[src/hw/sim_uart_pkg.sv]
// Constants for the smart-card mode of the serial channel.
// Assumes a 16-bit register port addressed by word index.
package sim_uart_pkg;
  localparam int ADDR_W = 3;
  localparam int DATA_W = 16;
  // Register indices
  localparam logic [2:0] REG_TXBUF = 3'h0;
  localparam logic [2:0] REG_RXBUF = 3'h1;
  localparam logic [2:0] REG_BAUD  = 3'h2;
  localparam logic [2:0] REG_MODE  = 3'h3;
  localparam logic [2:0] REG_CTLA  = 3'h4;
  localparam logic [2:0] REG_CTLB  = 3'h5;
  localparam logic [2:0] REG_IRQ   = 3'h6;
  // serial_mode_reg fields
  localparam int MODE_SEL_LSB = 0;
  localparam int MODE_CLOCK_SOURCE_SELECT   = 3;
  localparam int MODE_PRY     = 5;
  localparam logic [2:0] MODE_SIM = 3'h5;
  // serial_control_a fields
  localparam int CTLA_SRC_LSB = 0;
  localparam int CTLA_SHIFT_REGISTER_EMPTY   = 3;
  localparam int CTLA_BIT_ORDER_SELECT   = 7;
  // serial_control_b fields
  localparam int CTLB_TE  = 0;
  localparam int CTLB_TI  = 1;
  localparam int CTLB_RE  = 2;
  localparam int CTLB_RI  = 3;
  localparam int CTLB_IRS = 4;
  localparam int CTLB_LCH = 6;
  localparam int CTLB_ERE = 7;
  // receive_buffer flag positions
  localparam int RB_OER = 12;
  localparam int RB_FER = 13;
  localparam int RB_PER = 14;
  localparam int RB_SUM = 15;
  // Interrupt request register bits
  localparam int IRQ_TX = 0;
  localparam int IRQ_RX = 1;
  // Bit timing, register reset value and frame states
  localparam logic [3:0] OVERSAMPLE_LAST = 4'hF;
  localparam logic [3:0] START_MID       = 4'h7;
  localparam logic [2:0] LAST_DATA_BIT   = 3'h7;
  localparam logic [7:0] REG_RESET       = 8'h00;
  typedef enum logic [2:0] {
    ST_IDLE   = 3'b000,
    ST_START  = 3'b001,
    ST_DATA   = 3'b011,
    ST_PARITY = 3'b010,
    ST_STOP   = 3'b110
  } frame_state_e;
endpackage

[src/hw/sim_uart.sv]
// Smart-card mode of an asynchronous serial channel, one shared data line.
// Assumes a register master on the same clock and an external pull-up.
// What this block, its software and the board do
// On overrun, buffer keeps the previous character and no new receive request is raised.
// Transmit request appears after enabling sources, transmit, and writing data.
// Framing and parity flags are latched when a character enters the buffer.
// Software selects mode 101b and zeroes every unassigned configuration bit.
// Bit rate is source clock divided by 16 times divider plus one.
// Handshake selection is ignored; handshake pins stay disabled.
// Parity error signal is produced only when error output is enabled.
// A received parity error pulls the transmit pin low after the character.
// Reading receive buffer during error signal clears parity flag and releases pin.
// Transmit complete request is raised on the edge right after stop bit.
// Software samples the receive pin in the transmit handler for card errors.
// Direct format sends byte uninverted, D0 first, with even parity.
// Direct format stores received bits uninverted from D0, checks even parity.
// Inverse format sends inverted byte, D7 first, with odd parity.
// Inverse format stores inverted bits from D7, checks odd parity.
// Direct format software settings: parity on, even, LSB first, no inversion.
// Inverse format software settings: parity on, odd, MSB first, inverted.
// A high transmit bit is left floating on the external pull-up.
// Board joins transmit and receive pins and fits a pull-up.
// Error-sum flag is set on any overrun, framing or parity error.
// Frame is start, eight data, parity, one stop; both ends share bit period.
`timescale 1ns/100ps
`default_nettype none
module sim_uart (
  input  wire logic        clock,
  input  wire logic        rst_n,
  input  wire logic [2:0]  addr,
  input  wire logic [15:0] wdata,
  input  wire logic        writeStrobe,
  input  wire logic        readStrobe,
  output var  logic [15:0] rdata,
  input  wire logic        serialInPin,
  input  wire logic        externalClockPin,
  output var  logic        serialOutPinOut,
  output var  logic        serialOutPinOe,
  output var  logic        txIrqRequest,
  output var  logic        rxIrqRequest
);
  logic [1:0] rstPipe;
  logic       rstSync_n;
  logic [7:0] txBuf, baudDiv, modeReg, ctlA, ctlB;
  logic [7:0] rxData, txSh, rxSh;
  logic       txFull, rxFull, overrunFlag, framingFlag, parityFlag, errDrive;
  logic       txPar, rxPar;
  logic [4:0] prescale;
  logic [7:0] baudCnt;
  logic       tick16, srcTick;
  logic [1:0] extSync, inSync;
  logic       extPrev;
  logic [3:0] txSub, rxSub;
  logic [2:0] txIdx, rxIdx;
  sim_uart_pkg::frame_state_e txState, rxState;
  logic simMode, msbFirst, invert, evenPar, xfer, perrNow, txLevel, rbRead;
  logic txBitEnd, rxSample, txStart, txDone;

  always_ff @(posedge clock or negedge rst_n) begin
    if (!rst_n) begin
      rstPipe <= 2'h0;
    end else begin
      rstPipe <= {rstPipe[0], 1'b1};
    end
  end
  assign rstSync_n = rstPipe[1];

  assign simMode  = modeReg[sim_uart_pkg::MODE_SEL_LSB +: 3] == sim_uart_pkg::MODE_SIM;
  assign msbFirst = ctlA[sim_uart_pkg::CTLA_BIT_ORDER_SELECT];
  assign invert   = ctlB[sim_uart_pkg::CTLB_LCH];
  assign evenPar  = modeReg[sim_uart_pkg::MODE_PRY];
  assign rbRead   = readStrobe && addr == sim_uart_pkg::REG_RXBUF;
  // Handshake fields are stored but drive nothing in this mode

  // Pin inputs pass two flops before anything looks at them
  always_ff @(posedge clock or negedge rstSync_n) begin
    if (!rstSync_n) begin
      extSync <= 2'h0;
      extPrev <= 1'b0;
      inSync  <= 2'h3;
    end else begin
      extSync <= {extSync[0], externalClockPin};
      extPrev <= extSync[1];
      inSync  <= {inSync[0], serialInPin};
    end
  end

  // Count source: internal clock /1,/2,/8,/32 or rising edges of the pin
  always_comb begin
    if (modeReg[sim_uart_pkg::MODE_CLOCK_SOURCE_SELECT]) begin
      srcTick = extSync[1] && !extPrev;
    end else begin
      unique case (ctlA[sim_uart_pkg::CTLA_SRC_LSB +: 2])
        2'h0: srcTick = 1'b1;
        2'h1: srcTick = prescale[0];
        2'h2: srcTick = &prescale[2:0];
        2'h3: srcTick = &prescale;
      endcase
    end
  end

  always_ff @(posedge clock or negedge rstSync_n) begin
    if (!rstSync_n) begin
      prescale <= 5'h00;
      baudCnt  <= 8'h00;
      tick16   <= 1'b0;
    end else begin
      prescale <= prescale + 5'h01;
      tick16   <= 1'b0;
      if (srcTick) begin
        if (baudCnt >= baudDiv) begin
          baudCnt <= 8'h00;
          tick16  <= 1'b1;
        end else begin
          baudCnt <= baudCnt + 8'h01;
        end
      end
    end
  end

  // Transmitter
  assign txBitEnd = tick16 && txSub == sim_uart_pkg::OVERSAMPLE_LAST;
  assign txStart  = txState == sim_uart_pkg::ST_IDLE && tick16 && simMode
                    && ctlB[sim_uart_pkg::CTLB_TE] && txFull;
  assign txDone   = txState == sim_uart_pkg::ST_STOP && txBitEnd;

  always_comb begin
    unique case (txState)
      sim_uart_pkg::ST_START:  txLevel = 1'b0;
      sim_uart_pkg::ST_DATA:   txLevel = msbFirst ? txSh[7] : txSh[0];
      sim_uart_pkg::ST_PARITY: txLevel = txPar;
      default:                 txLevel = 1'b1;
    endcase
  end

  always_ff @(posedge clock or negedge rstSync_n) begin
    if (!rstSync_n) begin
      txState <= sim_uart_pkg::ST_IDLE;
      txSub   <= 4'h0;
      txIdx   <= 3'h0;
      txSh    <= 8'h00;
      txPar   <= 1'b0;
    end else begin
      if (tick16) begin
        txSub <= txSub + 4'h1;
      end
      unique case (txState)
        sim_uart_pkg::ST_IDLE: begin
          txSub <= 4'h0;
          if (txStart) begin
            txState <= sim_uart_pkg::ST_START;
            txSh    <= invert ? ~txBuf : txBuf;
            // Inverting all eight bits keeps their parity, so only the polarity counts
            txPar   <= ^txBuf ^ !evenPar;
          end
        end
        sim_uart_pkg::ST_START: begin
          if (txBitEnd) begin
            txState <= sim_uart_pkg::ST_DATA;
            txIdx   <= 3'h0;
          end
        end
        sim_uart_pkg::ST_DATA: begin
          if (txBitEnd) begin
            txSh  <= msbFirst ? {txSh[6:0], 1'b0} : {1'b0, txSh[7:1]};
            txIdx <= txIdx + 3'h1;
            if (txIdx == sim_uart_pkg::LAST_DATA_BIT) begin
              txState <= sim_uart_pkg::ST_PARITY;
            end
          end
        end
        sim_uart_pkg::ST_PARITY: begin
          if (txBitEnd) begin
            txState <= sim_uart_pkg::ST_STOP;
          end
        end
        sim_uart_pkg::ST_STOP: begin
          if (txBitEnd) begin
            txState <= sim_uart_pkg::ST_IDLE;
          end
        end
        default: txState <= sim_uart_pkg::ST_IDLE;
      endcase
    end
  end

  // Receiver, sampling mid-bit at 16x
  assign rxSample = tick16 && rxSub == sim_uart_pkg::OVERSAMPLE_LAST;
  assign xfer     = rxState == sim_uart_pkg::ST_STOP && rxSample;
  assign perrNow  = ^rxSh ^ rxPar ^ !evenPar;

  always_ff @(posedge clock or negedge rstSync_n) begin
    if (!rstSync_n) begin
      rxState <= sim_uart_pkg::ST_IDLE;
      rxSub   <= 4'h0;
      rxIdx   <= 3'h0;
      rxSh    <= 8'h00;
      rxPar   <= 1'b0;
    end else begin
      if (tick16) begin
        rxSub <= rxSub + 4'h1;
      end
      unique case (rxState)
        sim_uart_pkg::ST_IDLE: begin
          rxSub <= 4'h0;
          // Our own error pulse is not a start bit; its synchronised tail fails the mid check
          if (tick16 && !inSync[1] && !errDrive && simMode
              && ctlB[sim_uart_pkg::CTLB_RE]) begin
            rxState <= sim_uart_pkg::ST_START;
          end
        end
        sim_uart_pkg::ST_START: begin
          if (tick16 && rxSub == sim_uart_pkg::START_MID) begin
            rxSub   <= 4'h0;
            rxIdx   <= 3'h0;
            rxState <= inSync[1] ? sim_uart_pkg::ST_IDLE : sim_uart_pkg::ST_DATA;
          end
        end
        sim_uart_pkg::ST_DATA: begin
          if (rxSample) begin
            rxSh  <= msbFirst ? {rxSh[6:0], inSync[1]} : {inSync[1], rxSh[7:1]};
            rxIdx <= rxIdx + 3'h1;
            if (rxIdx == sim_uart_pkg::LAST_DATA_BIT) begin
              rxState <= sim_uart_pkg::ST_PARITY;
            end
          end
        end
        sim_uart_pkg::ST_PARITY: begin
          if (rxSample) begin
            rxPar   <= inSync[1];
            rxState <= sim_uart_pkg::ST_STOP;
          end
        end
        sim_uart_pkg::ST_STOP: begin
          if (rxSample) begin
            rxState <= sim_uart_pkg::ST_IDLE;
          end
        end
        default: rxState <= sim_uart_pkg::ST_IDLE;
      endcase
    end
  end

  // Receive buffer and error flags; a new event beats a same-cycle clear
  always_ff @(posedge clock or negedge rstSync_n) begin
    if (!rstSync_n) begin
      rxData      <= 8'h00;
      rxFull      <= 1'b0;
      overrunFlag <= 1'b0;
      framingFlag <= 1'b0;
      parityFlag  <= 1'b0;
      errDrive    <= 1'b0;
    end else begin
      if (rbRead) begin
        rxFull <= 1'b0;
        if (errDrive) begin
          parityFlag <= 1'b0;
          errDrive   <= 1'b0;
        end
      end
      if (xfer) begin
        framingFlag <= !inSync[1];
        parityFlag  <= perrNow;
        errDrive    <= perrNow && ctlB[sim_uart_pkg::CTLB_ERE];
        if (rxFull && !rbRead) begin
          overrunFlag <= 1'b1;
        end else begin
          overrunFlag <= 1'b0;
          rxFull      <= 1'b1;
          rxData      <= invert ? ~rxSh : rxSh;
        end
      end
    end
  end

  // Pin: only ever pulls low; a high level is left to the pull-up
  always_ff @(posedge clock or negedge rstSync_n) begin
    if (!rstSync_n) begin
      serialOutPinOut <= 1'b0;
      serialOutPinOe  <= 1'b0;
    end else begin
      serialOutPinOut <= 1'b0;
      serialOutPinOe  <= !txLevel || errDrive;
    end
  end

  // Software registers and interrupt requests
  always_ff @(posedge clock or negedge rstSync_n) begin
    if (!rstSync_n) begin
      txBuf        <= sim_uart_pkg::REG_RESET;
      baudDiv      <= sim_uart_pkg::REG_RESET;
      modeReg      <= sim_uart_pkg::REG_RESET;
      ctlA         <= sim_uart_pkg::REG_RESET;
      ctlB         <= sim_uart_pkg::REG_RESET;
      txFull       <= 1'b0;
      txIrqRequest <= 1'b0;
      rxIrqRequest <= 1'b0;
    end else begin
      if (writeStrobe) begin
        unique case (addr)
          sim_uart_pkg::REG_TXBUF: begin
            txBuf  <= wdata[7:0];
            txFull <= 1'b1;
          end
          sim_uart_pkg::REG_BAUD: baudDiv <= wdata[7:0];
          sim_uart_pkg::REG_MODE: modeReg <= wdata[7:0];
          sim_uart_pkg::REG_CTLA: ctlA    <= wdata[7:0];
          sim_uart_pkg::REG_CTLB: ctlB    <= wdata[7:0];
          sim_uart_pkg::REG_IRQ: begin
            if (wdata[sim_uart_pkg::IRQ_TX]) txIrqRequest <= 1'b0;
            if (wdata[sim_uart_pkg::IRQ_RX]) rxIrqRequest <= 1'b0;
          end
          default: ;
        endcase
      end
      if (txStart) begin
        txFull <= 1'b0;
      end
      if ((txStart && !ctlB[sim_uart_pkg::CTLB_IRS])
          || (txDone && ctlB[sim_uart_pkg::CTLB_IRS])) begin
        txIrqRequest <= 1'b1;
      end
      if (xfer && !(rxFull && !rbRead)) begin
        rxIrqRequest <= 1'b1;
      end
    end
  end

  always_ff @(posedge clock or negedge rstSync_n) begin
    if (!rstSync_n) begin
      rdata <= 16'h0000;
    end else begin
      rdata <= 16'h0000;
      if (readStrobe) begin
        unique case (addr)
          sim_uart_pkg::REG_TXBUF: rdata <= {8'h00, txBuf};
          sim_uart_pkg::REG_RXBUF: begin
            rdata[7:0]                 <= rxData;
            rdata[sim_uart_pkg::RB_OER] <= overrunFlag;
            rdata[sim_uart_pkg::RB_FER] <= framingFlag;
            rdata[sim_uart_pkg::RB_PER] <= parityFlag;
            rdata[sim_uart_pkg::RB_SUM] <= overrunFlag | framingFlag | parityFlag;
          end
          sim_uart_pkg::REG_BAUD: rdata <= {8'h00, baudDiv};
          sim_uart_pkg::REG_MODE: rdata <= {8'h00, modeReg};
          sim_uart_pkg::REG_CTLA: begin
            rdata[7:0] <= ctlA;
            rdata[sim_uart_pkg::CTLA_SHIFT_REGISTER_EMPTY] <= txState == sim_uart_pkg::ST_IDLE;
          end
          sim_uart_pkg::REG_CTLB: begin
            rdata[7:0] <= ctlB;
            rdata[sim_uart_pkg::CTLB_TI] <= !txFull;
            rdata[sim_uart_pkg::CTLB_RI] <= rxFull;
          end
          sim_uart_pkg::REG_IRQ: rdata <= {14'h0000, rxIrqRequest, txIrqRequest};
          default: ;
        endcase
      end
    end
  end
endmodule
`default_nettype wire

[config.mk]
export PLATFORM = sky130hd
export DESIGN_NAME = sim_uart
export DESIGN_NICKNAME = d
export VERILOG_FILES = /design/src/hw/sim_uart_pkg.sv /design/src/hw/sim_uart.sv
export SDC_FILE = /design/constraint.sdc
export NUM_CORES = 1
export LEC_CHECK = 0
export BUFFER_PORTS_ARGS = -buffer_cell sky130_fd_sc_hd__buf_4
export CAP_MARGIN = 20
export CELL_PAD_IN_SITES_DETAIL_PLACEMENT = 0
export CELL_PAD_IN_SITES_GLOBAL_PLACEMENT = 2
export CORE_MARGIN = 1.5
export CORE_UTILIZATION = 43
export CTS_CLUSTER_DIAMETER = 200
export DETAILED_ROUTE_END_ITERATION = 8
export PLACE_DENSITY_LB_ADDON = 0.1
export REMOVE_ABC_BUFFERS = 1
export SLEW_MARGIN = 10
export SYNTH_ARGS = -nofsm -noshare
export SYNTH_HDL_FRONTEND = slang
export SYNTH_SLANG_ARGS = --single-unit
[constraint.sdc]
create_clock -name clock -period 8.4 [get_ports clock]
set_input_delay 1.68 -clock clock [delete_from_list [all_inputs] [get_ports clock]]
set_output_delay 1.68 -clock clock [all_outputs]
set_load 0.01 [all_outputs]
# Yosys cells after proc, flatten, opt, wreduce, memory -nomap -nowiden
# Cells that the tools add are included.
# op_classes
div	0
muxes	62
shift	0
n_reduce_logical	71
magnitude_cmp	1
n_bitwise	8
add_sub_neg	6
eq_ne	35
multipliers	0
# ops
cell	count
$mux 8	7
$pmux 8 s7	1
$mux 3	15
$pmux 3 s5	2
$reduce_bool 2->1	14
$eq 3x3->1 const B	8
$mux 1	24
$ne 2x2->1 const B	12
$reduce_and 2->1	11
$logic_and 1x1->1	20
$mux 4	5
$eq 3x2->1 const B	6
$reduce_and 3->1	6
$mux 16	1
$not 8->8	2
$pmux 8 s2	1
$reduce_xor 8->1	2
$pmux 3 s2	2
$reduce_and 6->1	2
$eq 3x1->1 const B	3
$logic_not 1->1	9
$logic_not 3->1	3
$add 4x1->4 const B	2
$add 8x1->8 const B	1
17 further kinds	24
# word_totals
mem_count	0
latch_bits	0
wordCells	216
inputBits	25
reg_bits	132
ramBits	0
mem_bits_ro	0

# Logic depth before layout (Yosys ltp)
# logic_depth
word_depth	9
depth_mapped	8
mapped_depth_nobuf	8

# Worst setup path after synthesis
# No wires, ideal clock.
# synth_path
path_type	in2reg
startpoint	input addr[2]
endpoint	register ctlA[0]
setup_slack_ns	5.456
setup_ns	0.125
stages	5
t_required_ns	8.275
arrival_time_ns	2.819
cell_sequence	buf_2 -> buf_1 -> and3_1 -> buf_2 -> mux2_2
# synth_via
elab_chain_cells	2
# synth_rtl
element	line_no	source
start: declaration	sim_uart.sv:30	input wire logic [2:0] addr,
$eq 3x3->1	sim_uart.sv:300	unique case (addr)
$reduce_and 2->1 (no line)	--	
end signal: assignment	sim_uart.sv:293	ctlA <= sim_uart_pkg::REG_RESET;
end signal: assignment	sim_uart.sv:307	sim_uart_pkg::REG_CTLA: ctlA <= wdata[7:0];
end: declaration	sim_uart.sv:44	logic [7:0] txBuf, baudDiv, modeReg, ctlA, ctlB;
# No other way between the ends.
# A chain may end at the register's enable or synchronous reset.

# Final worst setup path
# layout_path
startpoint	input addr[0]
endpoint	register rxData[1]
# layout_via
elab_chain_cells	6
# layout_rtl
element	line_no	source
$eq 3x1->1	sim_uart.sv:72	assign rbRead = readStrobe && addr == sim_uart_pkg::REG_RXBUF;
$logic_and 1x1->1	sim_uart.sv:72	
$logic_not 1->1	sim_uart.sv:265	if (rxFull && !rbRead) begin
$logic_and 1x1->1	sim_uart.sv:265	
$not 1->1 (no line)	--	
$reduce_and 2->1 (no line)	--	
end signal: assignment	sim_uart.sv:270	rxData <= invert ? ~rxSh : rxSh;
end: declaration	sim_uart.sv:45	logic [7:0] rxData, txSh, rxSh;
# No other way between the ends.

==> metrics.md <==
| Metric | Value |
|---|---|
| Synth top area cells | `dfrtp_1 50%, mux2_2 8.0%, xnor2_1 4.4%` |
| Area delta synth->final | `14.2%` |
| RSZ-0062 raised after global routing | `no` |
| Clock buffer depth | `2` |
| Max Freq | `0.335 GHz` |
| Root buf cell | `clkbuf_16` |
| Synth cell count leaders | `123 x dfrtp_1, 44 x mux2_2, 39 x nor2_1` |
| Avg Vias per Cell | `5.32` |
| Syn Std Cell Area | `6210 µm²` |
| Setup Buffers After CTS | `0` |
| Synth unique cells | `52` |
| Final Hold Vio Count | `0` |
| Final setup vio count | `0` |
| IO Pins | `45` |
| Dpl hpwl | `9.59 mm` |
| Worst-Skew Late Latency | `420 ps` |
| Largest net degree at the start of global routing | `73` |
| DRC Markers | `0` |
| Iter 0 DRT Violations | `206` |
| Least-Margin Pin Slew | `987 ps` |
| CTS tree | `done` |
| Die height | `123 µm` |
| Final net count | `631` |
| Share of the synthesized area in the top cell type | `about half` |
| Diodes inserted | `0` |
| CP endpoint kind | `register` |
| Pwr Density | `256 nW/µm²` |
| Tcrit/Tclk final | `35.5%` |
| Vias | `a little over 4000` |
| Mapped Cells | `between 500 and 600` |
| Core area | `~14000 µm²` |
| Hold Path Class | `register to register` |
| Hold_buf cts | `0` |
| Max-slew headroom | `34.2%` |
| Die ar. | `15200 µm²` |
| Pleak | `3.20 nW` |
| # rows | `43` |
| Max-slew violation count | `0` |
| Port bufs | `31` |
| Max FO, Critical Path | `26` |
| Critical path cell sequence | `buf_4, nor2b_1, nand3b_1, a21oi_4, nor2_1, a21oi_1` |
| Share of cells above drive strength 1 | `19.7%` |
| Sink Count | `approximately 130` |
| Width of the die | `123 µm` |
| Finished Layout Cells | `779` |
| Main flop type after synthesis | `dfrtp_1` |
| Critical Path RT | `8740 ps` |
| Initial antenna violation count | `0` |
| Slowest cell delay on critical path | `490 ps` |
| WP data arrival | `3320 ps` |
| Status | `complete, no violations` |
| Post-CTS sizing | `0` |
| Worst setup path category | `input port to register` |
| Initial DRT Pass Iterations | `4` |
| Detail Route Antenna Nets | `0` |
| Sequential area share after synthesis | `50.4%` |
| Placed insts | `roughly 750` |
| Tot GR Track Use | `about a fifth` |
| Vias in the first global route | `between 4000 and 5000` |
| MaxCap Viol Count | `0` |
| Async SR Flop Fraction | `100%` |
| Wirelength per Cell | `17.5 µm` |
| VDD IR max | `0.138 mV` |
| Clock skew | `roughly 7.4 ps` |
| CTS buffer count | `17` |
| Final TNS setup | `0 ps` |
| Grt ovf | `0` |
| Post-layout minimum cycle time | `2980 ps` |
| Post-synthesis area per instance | `between 10 and 15 µm²` |
| Most frequent cell after synthesis | `dfrtp_1` |
| Flops & latches, synth | `125` |
| Post-synth EDFFs | `0` |
| Initial Util | `44.4%` |
| Synth Warn # | `0` |
| Cell accounting for the most synthesized area | `dfrtp_1` |
| Fillcell total | `1278` |
| Clock H-tree levels | `4` |
| Slowest-stage cell, CP | `a21oi_4` |
| Final WL | `between 10 and 15 mm` |
| Last weighted congestion value of the routability-driven placer | `0.761` |
| Worst setup SP type | `input port` |
| CTS clock-pin slew for the worst setup and hold paths | `50 ps` |
| Global-route wire length before repair | `22.2 mm` |
-- placed cells by master (no fill, tap or decap), types with 5 or more instances in the layout --
cell type / count
xor2_1: 11
nor2_1: 39
dfrtp_1: 122
clkinv_2: 7
o21ai_0: 33
a21oi_1: 33
mux2_2: 44
xnor2_1: 31
nand4_1: 7
nor3_1: 8
a22o_1: 7
conb_1: 6
inv_1: 23
ha_1: 18
mux2i_1: 24
nand3_1: 11
nor2b_1: 13
nand2_1: 37
and2_1: 8
and3_1: 6
buf_4: 32
clkbuf_16: 17
o22ai_1: 5
-- metrics by stage --
stage                     worst slack [ps]  utilization, %  area (µm²)  power, mW  hold slack [ps]
final                                 5420            50.7        7090       1.81              349
after global routing                  5240            50.7        7090       1.92              358
after CTS                             5420            50.7        7090       1.84              348
after detailed placement              4990            46.7        6530       1.13              336
after global placement                5050            46.7        6530       1.12              332
after floorplan                       4660               -        6060       1.01              331
-- worst paths after layout --
check	cells past startpoint	startpoint	slack [ps]	endpoint
setup / recovery	6	addr[0]	5420	rxData[1]$_DFFE_PN0P_
hold reg to reg	0	extSync[0]$_DFF_PN0_	350	extSync[1]$_DFF_PN0_
hold / removal	0	extSync[0]$_DFF_PN0_	350	extSync[1]$_DFF_PN0_
min in group asynchronous	0	rstPipe[1]$_DFF_PN0_	480	rxSh[4]$_DFFE_PN0P_
setup reg to reg	6	baudDiv[0]$_DFFE_PN0P_	6020	baudCnt[0]$_DFFE_PN0P_
max in group asynchronous	1	rstPipe[1]$_DFF_PN0_	6690	baudDiv[5]$_DFFE_PN0P_
-- critical path: cells and delay by family --
family / cells / cell delay [ps]
and+or+nand+nor: 3 / 690
buffers and inverters: 1 / 320
AOI/OAI and AO/OA: 2 / 620
-- logic make-up (layout without fill, tap and decap cells) --
kind of cell	Yosys count	in the layout	share of synthesized area, %
AO/OA/AOI/OAI	104	104	10.3
XOR/XNOR	42	42	5.93
adder cells (fa/ha/maj)	18	18	3.63
buffers and inverters	51	85	3.93
flip-flops	125	125	50.4
multiplexers	72	72	13.3
other	2	6	0.121
AND/OR/NAND/NOR	147	147	12.3
-- metal layers --
metal  vias up  share of wire [%]  track usage (%)  wire [µm]
met4         0                1.3             7.33        180
met3        12                2.8             3.97        380
met2        71                 47             30.7       6380
met1      2056                 49             27.2       6700
met5         -                  0                0          0
li1       2007                  -                -          -
-- registers in the layout, summed over array words and instances (netlist names), 5 cells and up --
signal,flops
rxData,8
txSh,8
baudCnt,8
baudDiv,8
ctlB,6
ctlA,7
prescale,5
rdata,12
rxSh,8
txBuf,8
modeReg,8
-- where the power goes --
part	leakage, nW	internal, mW	switching (mW)
Clock	0.282	0.444	0.253
Combinational	1.40	0.171	0.157
Sequential	1.52	0.679	0.108
Total	3.20	1.29	0.518
-- layout make-up --
cell class,count,area (µm²),area share (%)
clock buffer,21,460,6.49
clock inverter,9,95.1,1.34
inverter,23,86.3,1.22
multi-input combinational,389,2850,40.2
sequential,125,3130,44.2
tap,180,225,3.18
timing repair buffer,32,240,3.39
No activity file was read; power rests on OpenSTA's default activity.
